File: src/glue_pkg.sv
// Purpose: Constants and carrier types for the adapter memory and bus glue.
// Assumes: 8 MHz local bus clock, 20-bit byte addresses, 16-bit I/O ports.
// Notes:   All offsets, windows and timing counts live here.
package glue_pkg;

  localparam int          ADDR_W          = 20;
  localparam int          DATA_W          = 16;
  localparam int          NUM_BANKS       = 4;
  localparam int          BANK_SEL_LSB    = 17;
  localparam logic [19:0] DRAM_TOP        = 20'h7ffff;
  localparam logic [19:0] ROM_SMALL_BASE  = 20'hfc000;
  localparam logic [19:0] ROM_LARGE_BASE  = 20'he0000;
  localparam logic [15:0] REFRESH_PORT    = 16'h0080;
  localparam logic [15:0] ATTN_PORT       = 16'h0000;
  localparam logic [15:0] PORT_RANGE_MASK = 16'hfffe;
  // Clock and bus cycle timing
  localparam int          CLK_MHZ         = 8;
  localparam int          BUS_CYCLE_NS    = 500;
  localparam int          CLK_PERIOD_NS   = 1000 / CLK_MHZ;
  localparam int          BUS_CYCLE_CLKS  = BUS_CYCLE_NS / CLK_PERIOD_NS;
  // CBR sequence lengths in clocks: CAS lead, RAS hold, precharge
  localparam logic [2:0]  CBR_CAS_CLKS    = 3'h1;
  localparam logic [2:0]  CBR_RAS_CLKS    = 3'h2;
  localparam logic [2:0]  CBR_PRE_CLKS    = 3'h1;

  typedef enum logic [1:0] {
    CYC_IDLE,
    CYC_MEM_RD,
    CYC_MEM_WR,
    CYC_IO
  } cyc_kind_t;

  // One bus request from whichever master owns the bus
  typedef struct packed {
    cyc_kind_t         kind;
    logic              io_wr;
    logic [ADDR_W-1:0] addr;
  } bus_req_t;

  // DRAM and ROM strobes, active low on the array
  typedef struct packed {
    logic [NUM_BANKS-1:0] ras_n;
    logic [NUM_BANKS-1:0] cas_n;
    logic                 we_n;
    logic                 rom_cs_n;
  } mem_ctl_t;

endpackage : glue_pkg

File: src/adapter_memory_refresh_bus_glue.sv
// Purpose: Memory decode, CBR refresh and coprocessor glue for the adapter.
// Assumes: Bus requests are synchronous to clk and last one bus cycle minimum.
// Notes:   Refresh pacing and init sequencing are done by CPU firmware/DMA.
`timescale 1ns/1ps
module adapter_memory_refresh_bus_glue
  import glue_pkg::*;
(
  input  wire logic                 clk,
  input  wire logic                 sys_rst,
  input  wire bus_req_t             req,
  input  wire logic                 large_rom,
  input  wire logic [NUM_BANKS-1:0] bank_fitted,
  input  wire logic                 cpu_hold_req,
  input  wire logic                 coproc_hold_req,
  input  wire logic                 coproc_irq,
  input  wire logic                 coproc_reset_bit,
  input  wire logic                 loopback_bit_n,
  output mem_ctl_t                  mem_ctl,
  output logic                      bus_ready,
  output logic [DATA_W-1:0]         io_rdata,
  output logic                      bus_hold_grant,
  output logic                      attention_strobe,
  output logic                      coproc_irq_input,
  output logic                      coproc_reset,
  output logic                      loopback_en
);

  // Address window checks used by decode and assertions alike
  function automatic logic in_bank(input logic [ADDR_W-1:0] a, input int b);
    return (a <= DRAM_TOP) && (a[ADDR_W-1:BANK_SEL_LSB] == 3'(b));
  endfunction : in_bank

  function automatic logic port_hit(input logic [ADDR_W-1:0] a,
                                    input logic [15:0] port);
    return (a[15:0] & PORT_RANGE_MASK) == port;
  endfunction : port_hit

  logic       refresh_chip_select;
  logic       attn_hit;
  logic       rom_hit;
  logic       io_cyc;
  logic       cbr_cas;
  logic       cbr_ras;
  logic       cbr_busy;
  logic       io_seen_r;
  logic       grant_r;
  logic       attn_r;
  logic       rst_hold_r;
  logic       loop_r;
  logic       irq_r;
  mem_ctl_t   ctl_r;
  logic [3:0] bank_sel;
  logic [2:0] busy_clks_r;

  assign io_cyc              = (req.kind == CYC_IO);
  assign refresh_chip_select = io_cyc && port_hit(req.addr, REFRESH_PORT);
  assign attn_hit            = io_cyc && port_hit(req.addr, ATTN_PORT);

  // ROM window depends on fitted ROM size; either master may reach it
  assign rom_hit = (req.kind == CYC_MEM_RD || req.kind == CYC_MEM_WR) &&
                   (large_rom ? (req.addr >= ROM_LARGE_BASE)
                              : (req.addr >= ROM_SMALL_BASE));

  // Contiguous bank decode, gated by which banks are fitted
  always_comb begin
    bank_sel = 4'h0;
    for (int b = 0; b < NUM_BANKS; b++) begin
      bank_sel[b] = (req.kind == CYC_MEM_RD || req.kind == CYC_MEM_WR) &&
                    in_bank(req.addr, b) && bank_fitted[b];
    end
  end

  // One launch per I/O cycle, even if the cycle lasts several clocks
  always_ff @(posedge clk or posedge sys_rst) begin
    if (sys_rst) io_seen_r <= 1'b0;
    else         io_seen_r <= io_cyc;
  end

  cbr_sequencer u_cbr (
    .clk     (clk),
    .sys_rst (sys_rst),
    .start   (refresh_chip_select && !io_seen_r),
    .cas_act (cbr_cas),
    .ras_act (cbr_ras),
    .busy    (cbr_busy)
  );

  // Array strobes registered; CBR drives every fitted bank, never write enable
  always_ff @(posedge clk or posedge sys_rst) begin
    if (sys_rst) begin
      ctl_r <= '{ras_n: 4'hf, cas_n: 4'hf, we_n: 1'b1, rom_cs_n: 1'b1};
    end else if (cbr_busy) begin
      ctl_r.ras_n    <= cbr_ras ? ~bank_fitted : 4'hf;
      ctl_r.cas_n    <= cbr_cas ? ~bank_fitted : 4'hf;
      ctl_r.we_n     <= 1'b1;
      ctl_r.rom_cs_n <= 1'b1;
    end else begin
      ctl_r.ras_n    <= ~bank_sel;
      ctl_r.cas_n    <= ~bank_sel;
      ctl_r.we_n     <= ~(req.kind == CYC_MEM_WR && |bank_sel);
      ctl_r.rom_cs_n <= ~rom_hit;
    end
  end
  assign mem_ctl = ctl_r;

  // Clocks spent in the running refresh; one refresh must fit one bus cycle
  // so a read-then-write refresh transfer never stalls the bus owner
  always_ff @(posedge clk or posedge sys_rst) begin
    if (sys_rst)       busy_clks_r <= 3'h0;
    else if (cbr_busy) busy_clks_r <= busy_clks_r + 3'h1;
    else               busy_clks_r <= 3'h0;
  end

  // Port cycles finish with no wait states; memory waits out a refresh
  assign bus_ready = io_cyc || !cbr_busy;
  assign io_rdata  = '0;

  // Single bus owner: coprocessor gets grant only while CPU yields
  always_ff @(posedge clk or posedge sys_rst) begin
    if (sys_rst)                          grant_r <= 1'b0;
    else if (!coproc_hold_req)            grant_r <= 1'b0;
    else if (!cpu_hold_req && !cbr_busy)  grant_r <= 1'b1;
  end
  assign bus_hold_grant = grant_r;

  // Channel attention pulse on the first clock of an attention access
  always_ff @(posedge clk or posedge sys_rst) begin
    if (sys_rst) attn_r <= 1'b0;
    else         attn_r <= attn_hit && !io_seen_r;
  end
  assign attention_strobe = attn_r;

  // Reset hold and loopback follow control bits; registered for clean edges
  always_ff @(posedge clk or posedge sys_rst) begin
    if (sys_rst) begin
      rst_hold_r <= 1'b1;
      loop_r     <= 1'b0;
      irq_r      <= 1'b0;
    end else begin
      rst_hold_r <= coproc_reset_bit;
      loop_r     <= !loopback_bit_n;
      irq_r      <= coproc_irq;
    end
  end
  assign coproc_reset     = rst_hold_r;
  assign loopback_en      = loop_r;
  assign coproc_irq_input = irq_r;
endmodule : adapter_memory_refresh_bus_glue

File: src/cbr_sequencer.sv
// Purpose: CAS-before-RAS refresh cycle generator for every fitted bank at once.
// Assumes: start is a one-cycle pulse; a pulse while busy is absorbed.
// Notes:   Write enable is never touched here.
`timescale 1ns/1ps
module cbr_sequencer
  import glue_pkg::*;
(
  input  wire logic clk,
  input  wire logic sys_rst,
  input  wire logic start,
  output logic      cas_act,
  output logic      ras_act,
  output logic      busy
);
  typedef enum logic [1:0] {S_IDLE, S_CAS, S_RAS, S_PRE} cbr_st_t;
  cbr_st_t    st_r;
  logic [2:0] cnt_r;

  // Sequence CAS first, then RAS, then precharge
  always_ff @(posedge clk or posedge sys_rst) begin
    if (sys_rst) begin
      st_r  <= S_IDLE;
      cnt_r <= 3'h0;
    end else begin
      case (st_r)
        S_IDLE: if (start) begin
          st_r  <= S_CAS;
          cnt_r <= CBR_CAS_CLKS - 3'h1;
        end
        S_CAS: if (cnt_r == 3'h0) begin
          st_r  <= S_RAS;
          cnt_r <= CBR_RAS_CLKS - 3'h1;
        end else cnt_r <= cnt_r - 3'h1;
        S_RAS: if (cnt_r == 3'h0) begin
          st_r  <= S_PRE;
          cnt_r <= CBR_PRE_CLKS - 3'h1;
        end else cnt_r <= cnt_r - 3'h1;
        S_PRE: if (cnt_r == 3'h0) st_r <= S_IDLE;
          else cnt_r <= cnt_r - 3'h1;
        default: st_r <= S_IDLE;
      endcase
    end
  end

  assign cas_act = (st_r == S_CAS) || (st_r == S_RAS);
  assign ras_act = (st_r == S_RAS);
  assign busy    = (st_r != S_IDLE);
endmodule : cbr_sequencer

File: config.mk
export PLATFORM = sky130hd
export DESIGN_NAME = adapter_memory_refresh_bus_glue
export DESIGN_NICKNAME = d
export VERILOG_FILES = /design/src/glue_pkg.sv /design/src/adapter_memory_refresh_bus_glue.sv /design/src/cbr_sequencer.sv
export SDC_FILE = /design/constraint.sdc
export NUM_CORES = 1
export LEC_CHECK = 0
export ABC_AREA = 1
export BUFFER_PORTS_ARGS = -buffer_cell sky130_fd_sc_hd__buf_4
export CORE_ASPECT_RATIO = 0.75
export CORE_UTILIZATION = 30
export CTS_CLUSTER_DIAMETER = 100
export DETAILED_ROUTE_END_ITERATION = 8
export GPL_ROUTABILITY_DRIVEN = 0
export PLACE_DENSITY_LB_ADDON = 0.08
export SYNTH_ARGS = -nofsm -noshare
export SYNTH_HDL_FRONTEND = slang
export SYNTH_SLANG_ARGS = --single-unit
File: constraint.sdc
create_clock -name clk -period 3.2 [get_ports clk]
set_input_delay 0.48 -clock clk [delete_from_list [all_inputs] [get_ports clk]]
set_output_delay 0.48 -clock clk [all_outputs]
set_load 0.05 [all_outputs]
==> impl_results.md, run 1 <==
* Largest net degree at the start of global routing at 22
* Final Hold Viols at 0
* P_leak at 0.904 nW
* Cts hold-fix bufs at 0
* GRT Total Usage at around 14%
* Final setup skew at around 0.015 ns
* Met3 GRT Util at ~3.5%
* R2R setup slack at 1.57 ns
* Pwr/cell area at around 850 nW/um^2
* Setup WS pre-CTS at 1.36 ns
* Critical path launch point type: register
* Clock group share of total power at between 10% and 20%
* Die X at roughly 78 um
* Synth Area in XOR/XNOR at 0%
* Final WL at 2.91 mm
* Sequential fraction of design power at approximately 29%
* Initial Utilization at roughly a third
* CTS tree: yes
* Worst setup margin at between 1 and 1.5 ns
* CTS Root Cell: clkbuf_8
* Comb pwr share at roughly three fifths
* Number of buffers created by CTS at 3
* Site row count at 20
* IO buf count at 48
* Crit Path Class: reg -> out
* Synth Cell Area at approximately 1300 um^2
* Diodes inserted at 0
* Area post-placement at 1660 um^2
* Clk sinks at 21
* Switching pwr at between 0.7 and 0.8 mW
* Setup Viol. Count Final at 0
* Top Usage Layer GRT: met2
* WP data arrival at between 1.5 and 2 ns
* Maximum clock insertion buffer count at 2
* Pre-Repair DR Iteration Count at 4
* Outcome: finished clean
* Rel. slew slack at between 40 and 50%
* Overall power at between 1 and 1.5 mW
* Vias per inst at around 4.2
* # Post-CTS Setup Buffers at 0
* 1st-iter DRT viols at 76
* Class of the worst hold path: in -> reg
* Fmax at approximately 470 MHz
* Post-Synth Adder-Cell Area at between 7 and 8%
* Setup TNS at 0 ns
* Max-cap violations at 0
* Layout net count at 257
* Synth Instances at about 160
* Final Cell Area at roughly 1700 um^2
* WL per Instance at about 11 um
* Seq cells post-synth at 21
* Grt ovf at 0
* Clk_lat worst skew at 0.27 ns
* Period Utilization, post-route at about two thirds
* Mux contribution to synthesized area at 0%
* Die height at 59.2 um
* First-pass GRT wire length at approximately 4.9 mm
* Post-route ant nets at 0
* Worst-path clk slew at about 0.090 ns
* Top FF cell, synth: dfstp_2
* H-tree levels at 1
* Critical Path RT at about 2.7 ns
* # resized after CTS at 0
* Area Overhead vs Synth at 30.2%
* Synth unique cells at 25
* GR Layer Usage met2 at a little under a quarter
* Yosys warns at 0
* Synth Area in Simple Gates at between 20% and 30%
* Compound-cell area share of the yosys netlist at under 10%
* Worst Setup End Kind: output port
* Share of post-route cells with drive strength above 1 at approximately a third
* Syn Area/Cell at roughly 8 um^2
* Worst-Margin Slew at 0.816 ns
* Ports at 67
* Vias in the first global route at 1078
* GR Util met1 at between 10% and 20%
* Placeable Area at between 4000 and 5000 um^2
* Tmin final at between 2 and 2.5 ns
* Slew Limit Fails at 0
* Finished Core Util at about two fifths
* CP max FO at 14
* Total number of vias at around 1.1k
* Die footprint at roughly 4600 um^2
* Antenna violations before repair at 0
* Hpwl dp at ~2.4 mm
* Async SR Flop Fraction at between 90% and 100%
* EDFF count, synth at 0
* Main combinational cell family by area after synthesis: simple AND/OR/NAND/NOR gates
* Sw Share at about half
* Register area share after synthesis at 41.2%
* Peak supply drop at slightly below 400 uV
* RSZ-0062 raised after global routing: false
* # DRC at 0
* Internal Pwr Total at between 0.7 and 0.8 mW
-- power by group through the flow --
| stage | clock network, mW | registers, mW | logic [mW] |
|---|---|---|---|
| final | 0.175 | 0.415 | 0.861 |
| after global routing | 0.201 | 0.424 | 0.958 |
| after CTS | 0.186 | 0.416 | 0.865 |
| after detailed placement | 0 | 0.421 | 0.864 |
| after global placement | 0 | 0.418 | 0.850 |
| after floorplan | 0 | 0.605 | 0.492 |
-- cell usage after synthesis (2+ instances only) --
| cell type | instances | area [um^2] |
|---|---|---|
| buf_4 | 16 | 120 |
| nor2_1 | 12 | 45.0 |
| nand2_1 | 36 | 135 |
| nor4_1 | 3 | 18.8 |
| dfrtp_1 | 10 | 250 |
| nand2_2 | 3 | 18.8 |
| nor3_1 | 3 | 15.0 |
| o21ai_0 | 2 | 10.0 |
| ha_1 | 8 | 100 |
| nand4_1 | 6 | 37.5 |
| nor2_2 | 3 | 18.8 |
| o21ai_1 | 7 | 35.0 |
| inv_2 | 3 | 11.3 |
| inv_1 | 22 | 82.6 |
| nand3_1 | 10 | 50.1 |
| dfstp_2 | 11 | 289 |
-- cell type report --
cell class              count  area (um^2)
fillers                   426         2400
repair buffers             48          360
well taps                  55         68.8
clock buffers               3         41.3
multi-input cells         115          594
inverters                  25         93.8
clock inverters             1         5.00
flip-flops and latches     21          539
-- final timing paths --
path / from / endpoint / depth (start not counted)
max: u_cbr.st_r[0] / bus_ready / 5
min: coproc_reset_bit / coproc_reset / 1
max reg2reg: u_cbr.st_r[0] / mem_ctl[0] / 5
min reg2reg: u_cbr.cnt_r[1] / u_cbr.cnt_r[1] / 2
max in group asynchronous: sys_rst / attention_strobe / 2
min in group asynchronous: sys_rst / u_cbr.cnt_r[0] / 2
-- sequential cells by signal (all words and copies together), names as in the netlist --
register          count
mem_ctl              10
u_cbr.cnt_r           3
u_cbr.st_r            2
attention_strobe      1
bus_hold_grant        1
coproc_irq_input      1
coproc_reset          1
io_seen_r             1
loopback_en           1
-- metrics by stage --
step           cells  hold WS, ns
5_1_grt          268        0.302
2_1_floorplan    179        0.442
4_1_cts          268        0.318
6_report         268        0.329
3_3_place_gp     264        0.463
3_5_place_dp     264        0.468
-- worst max-delay path: stages (launching register included) --
cell and delay (ns):
dfrtp_1 0.42, inv_1 0.09, ha_1 0.38, inv_2 0.20, nand2_1 0.10, buf_4 0.19
-- per-layer routing --
layer,vias to the layer above,routed length [um]
met3,2,163
met2,42,1290
li1,585,-
met4,0,13
met5,-,0
met1,498,1440
-- placed cells by master, fill, tap and decap left out --
cell,instances
inv_2,3
a21oi_1,1
nor3_1,3
o21ai_1,7
nor4_1,3
nand2_2,3
a31o_2,1
dfstp_2,11
conb_1,16
nand2_4,1
nor2_1,12
ha_1,8
o21ai_0,2
inv_1,22
clkinv_2,1
dfrtp_1,10
nand3_1,10
nand3b_1,1
o21a_1,1
buf_4,48
clkbuf_8,3
nand2_1,36
nand3_2,1
nand4_1,6
nor2_2,3
-- kinds of logic after synthesis --
| kind of cell | Yosys count |
|---|---|
| compound gates | 12 |
| flops | 21 |
| buf+inv | 43 |
| fa+ha+maj | 8 |
| simple gates | 79 |
| other cells | 1 |
Note: power is estimated with default switching activity, not from simulation.
==> run 2: changes to the inputs <==
Settings changed: ABC_AREA 1 to 0.
Clock period 3.2 ns to 1.7 ns, I/O delays scaled along.
==> run 2 against run 1 <==
Non-clock buffer count grew 9. Power grew 88%. Via count decreased by 11%. Die area is 4.2% lower. Sequential power rose by 82%. Combinational power increased by 92%. Critical path type unchanged. Largest cell class unchanged. Clock power increased by 86%. Sequential share of layout area decreased by 0.84 points.
==> impl_results.md, run 2 <==
* Layout net count at 218 (was 257)
* Commonest non-fill, non-tap cell in the layout: buf_4 (unchanged)
* Grt ovf at 0 (unchanged)
* Tmin final at around 1.6 ns
* Synth area leaders: dfstp_2 23%, dfrtp_1 20%, buf_4 10%, ha_1 8.0%, nor4_4 5.1% (was dfstp_2 22%, dfrtp_1 19%, nand2_1 10%, buf_4 9.2%, ha_1 7.7%)
* Die X at 76.6 um (was 78.2 um)
* Worst-path clk slew at 0.08 ns (was 0.09 ns)
* Peak supply drop at 814 uV (was 396 uV)
* Post-route ant nets at 0 (unchanged)
* Critical Path RT at 1.44 ns (was 2.72 ns)
* Share of post-route cells with drive strength above 1 at 48.3% (was 35.2%)
* Commonest cells post-synth: 17 x buf_4, 11 x dfstp_2, 11 x o21ai_0 (was 36 x nand2_1, 22 x inv_1, 16 x buf_4)
* WL per Instance at 11.5 um (was 10.9 um)
* CP max FO at 4 (was 14)
* Setup WS pre-CTS at -0.0547 ns (was 1.36 ns)
* Crit Path Class: reg -> out (unchanged)
* Yosys warns at 0 (unchanged)
* Post-synth top area cell: dfstp_2 (unchanged)
* Crit path largest cell delay at 0.39 ns (was 0.42 ns)
* Site row count at 19 (was 20)
* Setup Viol. Count Final at 0 (unchanged)
* Outcome: finished clean (unchanged)
* # DRC at 0 (unchanged)
* Critical path launch point type: register (unchanged)
* Setup TNS at 0 ns (unchanged)
* CP max-delay cell: dfrtp_1 (unchanged)
* Pre-Repair DR Iteration Count at 4 (unchanged)
* Initial Utilization at 32.7% (was 31.9%)
* Clk_lat worst skew at 0.26 ns (was 0.27 ns)
* Synth Cell Area at 1250 um^2 (was 1310 um^2)
* Seq cells post-synth at 21 (unchanged)
* Final setup skew at 0.00470 ns (was 0.0153 ns)
* Antenna violations before repair at 0 (unchanged)
* CP Depth at 5 (unchanged)
* EDFF count, synth at 0 (unchanged)
* Number of buffers created by CTS at 3 (unchanged)
* Die footprint at 4440 um^2 (was 4630 um^2)
* CP bufs+invs at 3 (unchanged)
* Register area share after synthesis at 43.1% (was 41.2%)
* Dpl cells at 219 (was 264)
* Worst setup margin at 0.0530 ns (was 1.07 ns)
* Commonest cells after routing, fill and taps aside: 56 x buf_4, 16 x conb_1, 11 x o21ai_0, 11 x dfstp_2, 10 x dfrtp_1 (was 48 x buf_4, 36 x nand2_1, 22 x inv_1, 16 x conb_1, 12 x nor2_1)
* Largest net degree at the start of global routing at 22 (unchanged)
* Async SR Flop Fraction at 100% (unchanged)
* Hpwl dp at 2.03 mm (was 2.39 mm)
* Slew Limit Fails at 0 (unchanged)
* Placeable Area at 3830 um^2 (was 4100 um^2)
* Share of the synthesized area in the top cell type at 23.1% (was 22.1%)
* Fmax at 607 MHz
* Worst R2R Start: u_cbr.st_r[0] (unchanged)
* Most numerous cell in the Yosys netlist: buf_4 (was nand2_1)
* Vias in the first global route at 971 (was 1078)
* RSZ-0062 raised after global routing: true (was false)
* IO buf count at 48 (unchanged)
* Top FF cell, synth: dfstp_2 (unchanged)
* First-pass GRT wire length at 4.42 mm (was 4.90 mm)
* Non-filler cells, final at 226 (was 268)
* Period Utilization, post-route at a little over nine tenths
* Total number of vias at 1001 (was 1127)
* CTS Root Cell: clkbuf_8 (unchanged)
* Max-cap violations at 0 (unchanged)
* Area Overhead vs Synth at 39.8% (was 30.2%)
* Worst Setup End Kind: output port (unchanged)
* R2R setup slack at 0.06 ns (was 1.57 ns)
* Clk sinks at 21 (unchanged)
* R2R depth at 5 (unchanged)
* Max reg flops at 10 (unchanged)
* Synth Instances at 116 (was 164)
* Class of the worst hold path: in -> async (was in -> reg)
* Worst reg2reg path endpoint: u_cbr.cnt_r[2] (was mem_ctl[0])
* CTS tree: yes (unchanged)
* Final WL at 2.59 mm (was 2.91 mm)
* Multi-input gate area at 626 um^2 (was 594 um^2)
* P_leak at 0.814 nW (was 0.904 nW)
* Final Hold Viols at 0 (unchanged)
* Synth unique cells at 37 (was 25)
* H-tree levels at 1 (unchanged)
* Delay-heaviest family, CP: flip-flops (was buffers and inverters)
* GRT Total Usage at 13.1% (was 13.9%)
* Ports at 67 (unchanged)
* 1st-iter DRT viols at 15 (was 76)
* CP Cell Sequence: inv_2 > ha_4 > buf_4 > or2_4 > buf_8 (was inv_1 > ha_1 > inv_2 > nand2_1 > buf_4)
* Die height at 57.9 um (was 59.2 um)
* Maximum clock insertion buffer count at 2 (unchanged)
* Vias per inst at 4.43 (was 4.21)
* # fillers at 368 (was 426)
* Critical Path End: bus_ready (unchanged)
* Pwr/cell area at 1560 nW/um^2 (was 852 nW/um^2)
* Diodes inserted at 0 (unchanged)
* Syn Area/Cell at 10.8 um^2 (was 7.97 um^2)
* Register Area at 539 um^2 (unchanged)
* Worst setup path start: u_cbr.st_r[0] (unchanged)
* WP data arrival at 1.39 ns (was 1.65 ns)
-- run 2: cell types whose count changed in the layout (fill, tap and decap cells not counted), moves of 3 or more --
| cell | before | now |
|---|---|---|
| inv_1 | 22 | 9 |
| nor4_4 | 0 | 3 |
| nand3_1 | 10 | 2 |
| nand2_2 | 3 | 0 |
| nand4_1 | 6 | 1 |
| o21ai_0 | 2 | 11 |
| o21ai_1 | 7 | 1 |
| nand2_1 | 36 | 3 |
| nor2_1 | 12 | 5 |
| nor2b_1 | 0 | 4 |
| buf_4 | 48 | 56 |
| nor2_2 | 3 | 0 |
-- run 2: layout make-up --
class                   instances  area share (%)
multi-input cells              82            35.8
flip-flops and latches         21            30.8
repair buffers                 57            24.9
well taps                      52            3.72
clock buffers                   3            2.36
inverters                      10            2.15
clock inverters                 1           0.286
-- run 2: cells by family after synthesis --
family	count (synthesis)	synth area share (%)
compound gates	23	11.5
mux	2	2.60
simple gates	33	21.0
fa+ha+maj	8	8.00
other cells	1	0.300
buf+inv	28	13.5
flops	21	43.1
-- run 2: layer usage --
metal	global-route usage [%]	wire [um]	vias to the layer above
met5	0	0	-
met4	3.57	8	0
met3	5.04	238	2
met2	19.6	1100	59
met1	17.7	1240	448
li1	-	-	492
-- run 2: how the worst min path moves through the flow --
stage / end / slack [ns] / cells past startpoint
finish: u_cbr.cnt_r[0] / 0.03 / 3
global route: u_cbr.st_r[0] / 0.05 / 3
CTS: u_cbr.cnt_r[0] / 0.03 / 3
detailed placement: bus_hold_grant / 0.31 / 3
global placement: coproc_irq_input / 0.31 / 3
floorplan: attention_strobe / 0.22 / 1
-- run 2: worst reg2reg max path: stages, from the launching register on --
cell and delay (ns):
dfrtp_1 0.39, inv_2 0.07, ha_4 0.17, buf_4 0.14
or4b_2 0.66, o21ai_1 0.14
-- run 2: through the flow --
step | hold slack, ns | power, mW | util, % | cell area [um^2]
finish | 0.0263 | 2.73 | 45.7 | 1750
detailed placement | 0.313 | 2.25 | 43.0 | 1650
CTS | 0.0281 | 2.72 | 45.4 | 1740
global route | 0.0510 | 2.94 | 45.7 | 1750
floorplan | 0.223 | 1.83 | - | 1310
global placement | 0.315 | 2.24 | 43.0 | 1650
-- run 2: report_power, final --
group	switching (mW)	leakage, nW	internal, mW
registers	0.0617	0.243	0.692
clock network	0.163	0.0255	0.163
logic	0.989	0.546	0.659
total	1.21	0.814	1.51
-- run 2: what timing repair did --
action                     4_1_cts  5_1_grt
setup endpoints to repair        5        5
hold buffers                     0        0
resized for setup                7        1
gates cloned                     0        0
pin swaps                        1        2
setup buffers                    2        1
==> run 3: changes to the inputs <==
Settings changed: CORE_ASPECT_RATIO 0.75 to unset.
==> run 3 against run 2 <==
Die area barely moved. Largest power group unchanged. Final area fell by 0.36%. Sequential power fell by 2%. Largest cell class unchanged. Clock power rose by 3%. Via count fell by 0.70%. Setup slack improved by 0.0051 ns. Combinational power fell by 4%. Hold slack improved by 0.058 ns. Flip-flop and latch count did not move. Power fell by 2.2%.
==> impl_results.md, run 3 (synthesis gave the netlist of run 2 again) <==
* Pwr/cell area at 1530 nW/um^2 (was 1560 nW/um^2)
* Final Cell Area at 1740 um^2 (was 1750 um^2)
* Final Hold Viols at 0 (unchanged)
* Clk sinks at 21 (unchanged)
* Grt ovf at 0 (unchanged)
* Class of the worst hold path: in -> reg (was in -> async)
* Max reg flops at 10 (unchanged)
* Non-filler cells, final at 224 (was 226)
* Diodes inserted at 0 (unchanged)
* Area post-placement at 1650 um^2 (about the same)
* Final setup skew at 0.0118 ns (was 0.00470 ns)
* Hpwl dp at 2.15 mm (was 2.03 mm)
* Dpl cells at 218 (was 219)
* Die footprint at 4430 um^2 (was 4440 um^2)
* Site row count at 23 (was 19)
* Pre-Repair DR Iteration Count at 4 (unchanged)
* WP data arrival at 1.39 ns (about the same)
* Layout net count at 218 (unchanged)
* P_leak at 0.811 nW (was 0.814 nW)
* Worst-path clk slew at 0.09 ns (was 0.08 ns)
* Share of post-route cells with drive strength above 1 at 48.9% (was 48.3%)
* Initial Utilization at 31.3% (was 32.7%)
* Multi-input gate area at 623 um^2 (was 626 um^2)
* # DRC at 0 (unchanged)
* Placeable Area at 4000 um^2 (was 3830 um^2)
* Die X at 66.6 um (was 76.6 um)
* Max-cap violations at 0 (unchanged)
* Crit path largest cell delay at 0.35 ns (was 0.39 ns)
* Fmax at 609 MHz (was 607 MHz)
* Critical Path RT at 1.44 ns (about the same)
* Setup WS pre-CTS at -0.0316 ns (was -0.0547 ns)
* RSZ-0062 raised after global routing: false (was true)
* Largest net degree at the start of global routing at 14 (was 22)
* GRT Total Usage at 12.2% (was 13.1%)
* Area Overhead vs Synth at 39.3% (was 39.8%)
* CTS Root Cell: clkbuf_8 (unchanged)
* Ports at 67 (unchanged)
* CTS tree: yes (unchanged)
* 1st-iter DRT viols at 27 (was 15)
* Number of buffers created by CTS at 3 (unchanged)
* Die height at 66.6 um (was 57.9 um)
* Commonest cells after routing, fill and taps aside: 55 x buf_4, 16 x conb_1, 11 x o21ai_0, 11 x dfstp_2 (was 56 x buf_4, 16 x conb_1, 11 x o21ai_0, 11 x dfstp_2, 10 x dfrtp_1)
* Critical path launch point type: register (unchanged)
* IO buf count at 48 (unchanged)
* Total number of vias at 994 (was 1001)
* Final WL at 2.59 mm (about the same)
* Outcome: finished clean (unchanged)
* Vias per inst at 4.44 (was 4.43)
* Peak supply drop at 696 uV (was 814 uV)
* Worst setup margin at 0.0581 ns (was 0.0530 ns)
* CP max FO at 5 (was 4)
* Post-route ant nets at 0 (unchanged)
* Clk_lat worst skew at 0.27 ns (was 0.26 ns)
* Setup TNS at 0 ns (unchanged)
* H-tree levels at 1 (unchanged)
* Maximum clock insertion buffer count at 2 (unchanged)
* Register Area at 539 um^2 (unchanged)
* Vias in the first global route at 898 (was 971)
* Period Utilization, post-route at 96.6% (was 96.9%)
* Worst Setup End Kind: output port (unchanged)
* Antenna violations before repair at 0 (unchanged)
* Slew Limit Fails at 0 (unchanged)
* Tmin final at 1.64 ns (was 1.65 ns)
* First-pass GRT wire length at 4.06 mm (was 4.42 mm)
* # fillers at 398 (was 368)
* Crit Path Class: reg -> out (unchanged)
* Setup Viol. Count Final at 0 (unchanged)
* Commonest non-fill, non-tap cell in the layout: buf_4 (unchanged)
* CP max-delay cell: dfrtp_1 (unchanged)
* WL per Instance at 11.6 um (was 11.5 um)
* CP Cell Sequence: inv_1 > ha_2 > or2_2 > buf_6 (was inv_2 > ha_4 > buf_4 > or2_4 > buf_8)
[run 3: cell count changes in the layout (fill, tap and decap cells not counted), sizes merged]
cell / delta
dlygate4sd3: +1
buf: -1
[run 3: path summary, 6_finish.rpt]
path,from,endpoint,slack [ns],cells after the start
setup / recovery,u_cbr.st_r[0],bus_ready,0.06,4
hold / removal,coproc_irq,coproc_irq_input,0.08,1
setup reg to reg,u_cbr.st_r[0],u_cbr.cnt_r[2],0.09,5
hold reg to reg,u_cbr.cnt_r[2],u_cbr.cnt_r[2],0.49,1
max in group asynchronous,sys_rst,io_seen_r,0.66,4
min in group asynchronous,sys_rst,coproc_irq_input,0.53,3
[run 3: final cells by class]
| type | instances | area share, % |
|---|---|---|
| Clock inverter | 1 | 0.287 |
| Timing Repair Buffer | 57 | 24.9 |
| Sequential cell | 21 | 30.9 |
| Clock buffer | 3 | 2.37 |
| Multi-Input combinational cell | 82 | 35.8 |
| Tap cell | 50 | 3.59 |
| Inverter | 10 | 2.15 |
[run 3: repair_timing]
| action | in CTS | in global routing |
|---|---|---|
| endpoints found under the setup margin | 5 | 9 |
| hold buffers | 1 | 0 |
| hold endpoints to repair | 1 | 0 |
| setup buffers | 1 | 0 |
| resized for setup | 1 | 6 |
| pin swaps | 0 | 1 |
[run 3: where the power goes]
part / internal [mW] / leakage, nW / switching, mW
logic: 0.620 / 0.543 / 0.971
clock network: 0.164 / 0.0255 / 0.172
registers: 0.691 / 0.243 / 0.0502
[run 3: critical path, delay by kind of cell (launching register included)]
kind | cells | cell delay, ns
flops | 1 | 0.35
buf+inv | 2 | 0.24
simple gates | 1 | 0.31
fa+ha+maj | 1 | 0.23
[run 3: routing by layer]
layer,GRT usage [%],wire length (um),vias to the layer above,part of all wire [%]
met2,21.3,1380,30,53
met5,0,0,-,0
met4,2.39,0,0,0
met3,3.25,164,0,6.3
met1,15.0,1050,470,40
li1,-,-,494,-
[run 3: stage by stage]
stage,hold slack [ns],util (%),total power [mW]
after global placement,0.280,41.3,2.26
after CTS,0.0866,42.9,2.66
final,0.0847,43.6,2.67
after floorplan,0.223,-,1.83
after detailed placement,0.289,41.3,2.29
after global routing,0.0752,43.6,2.87
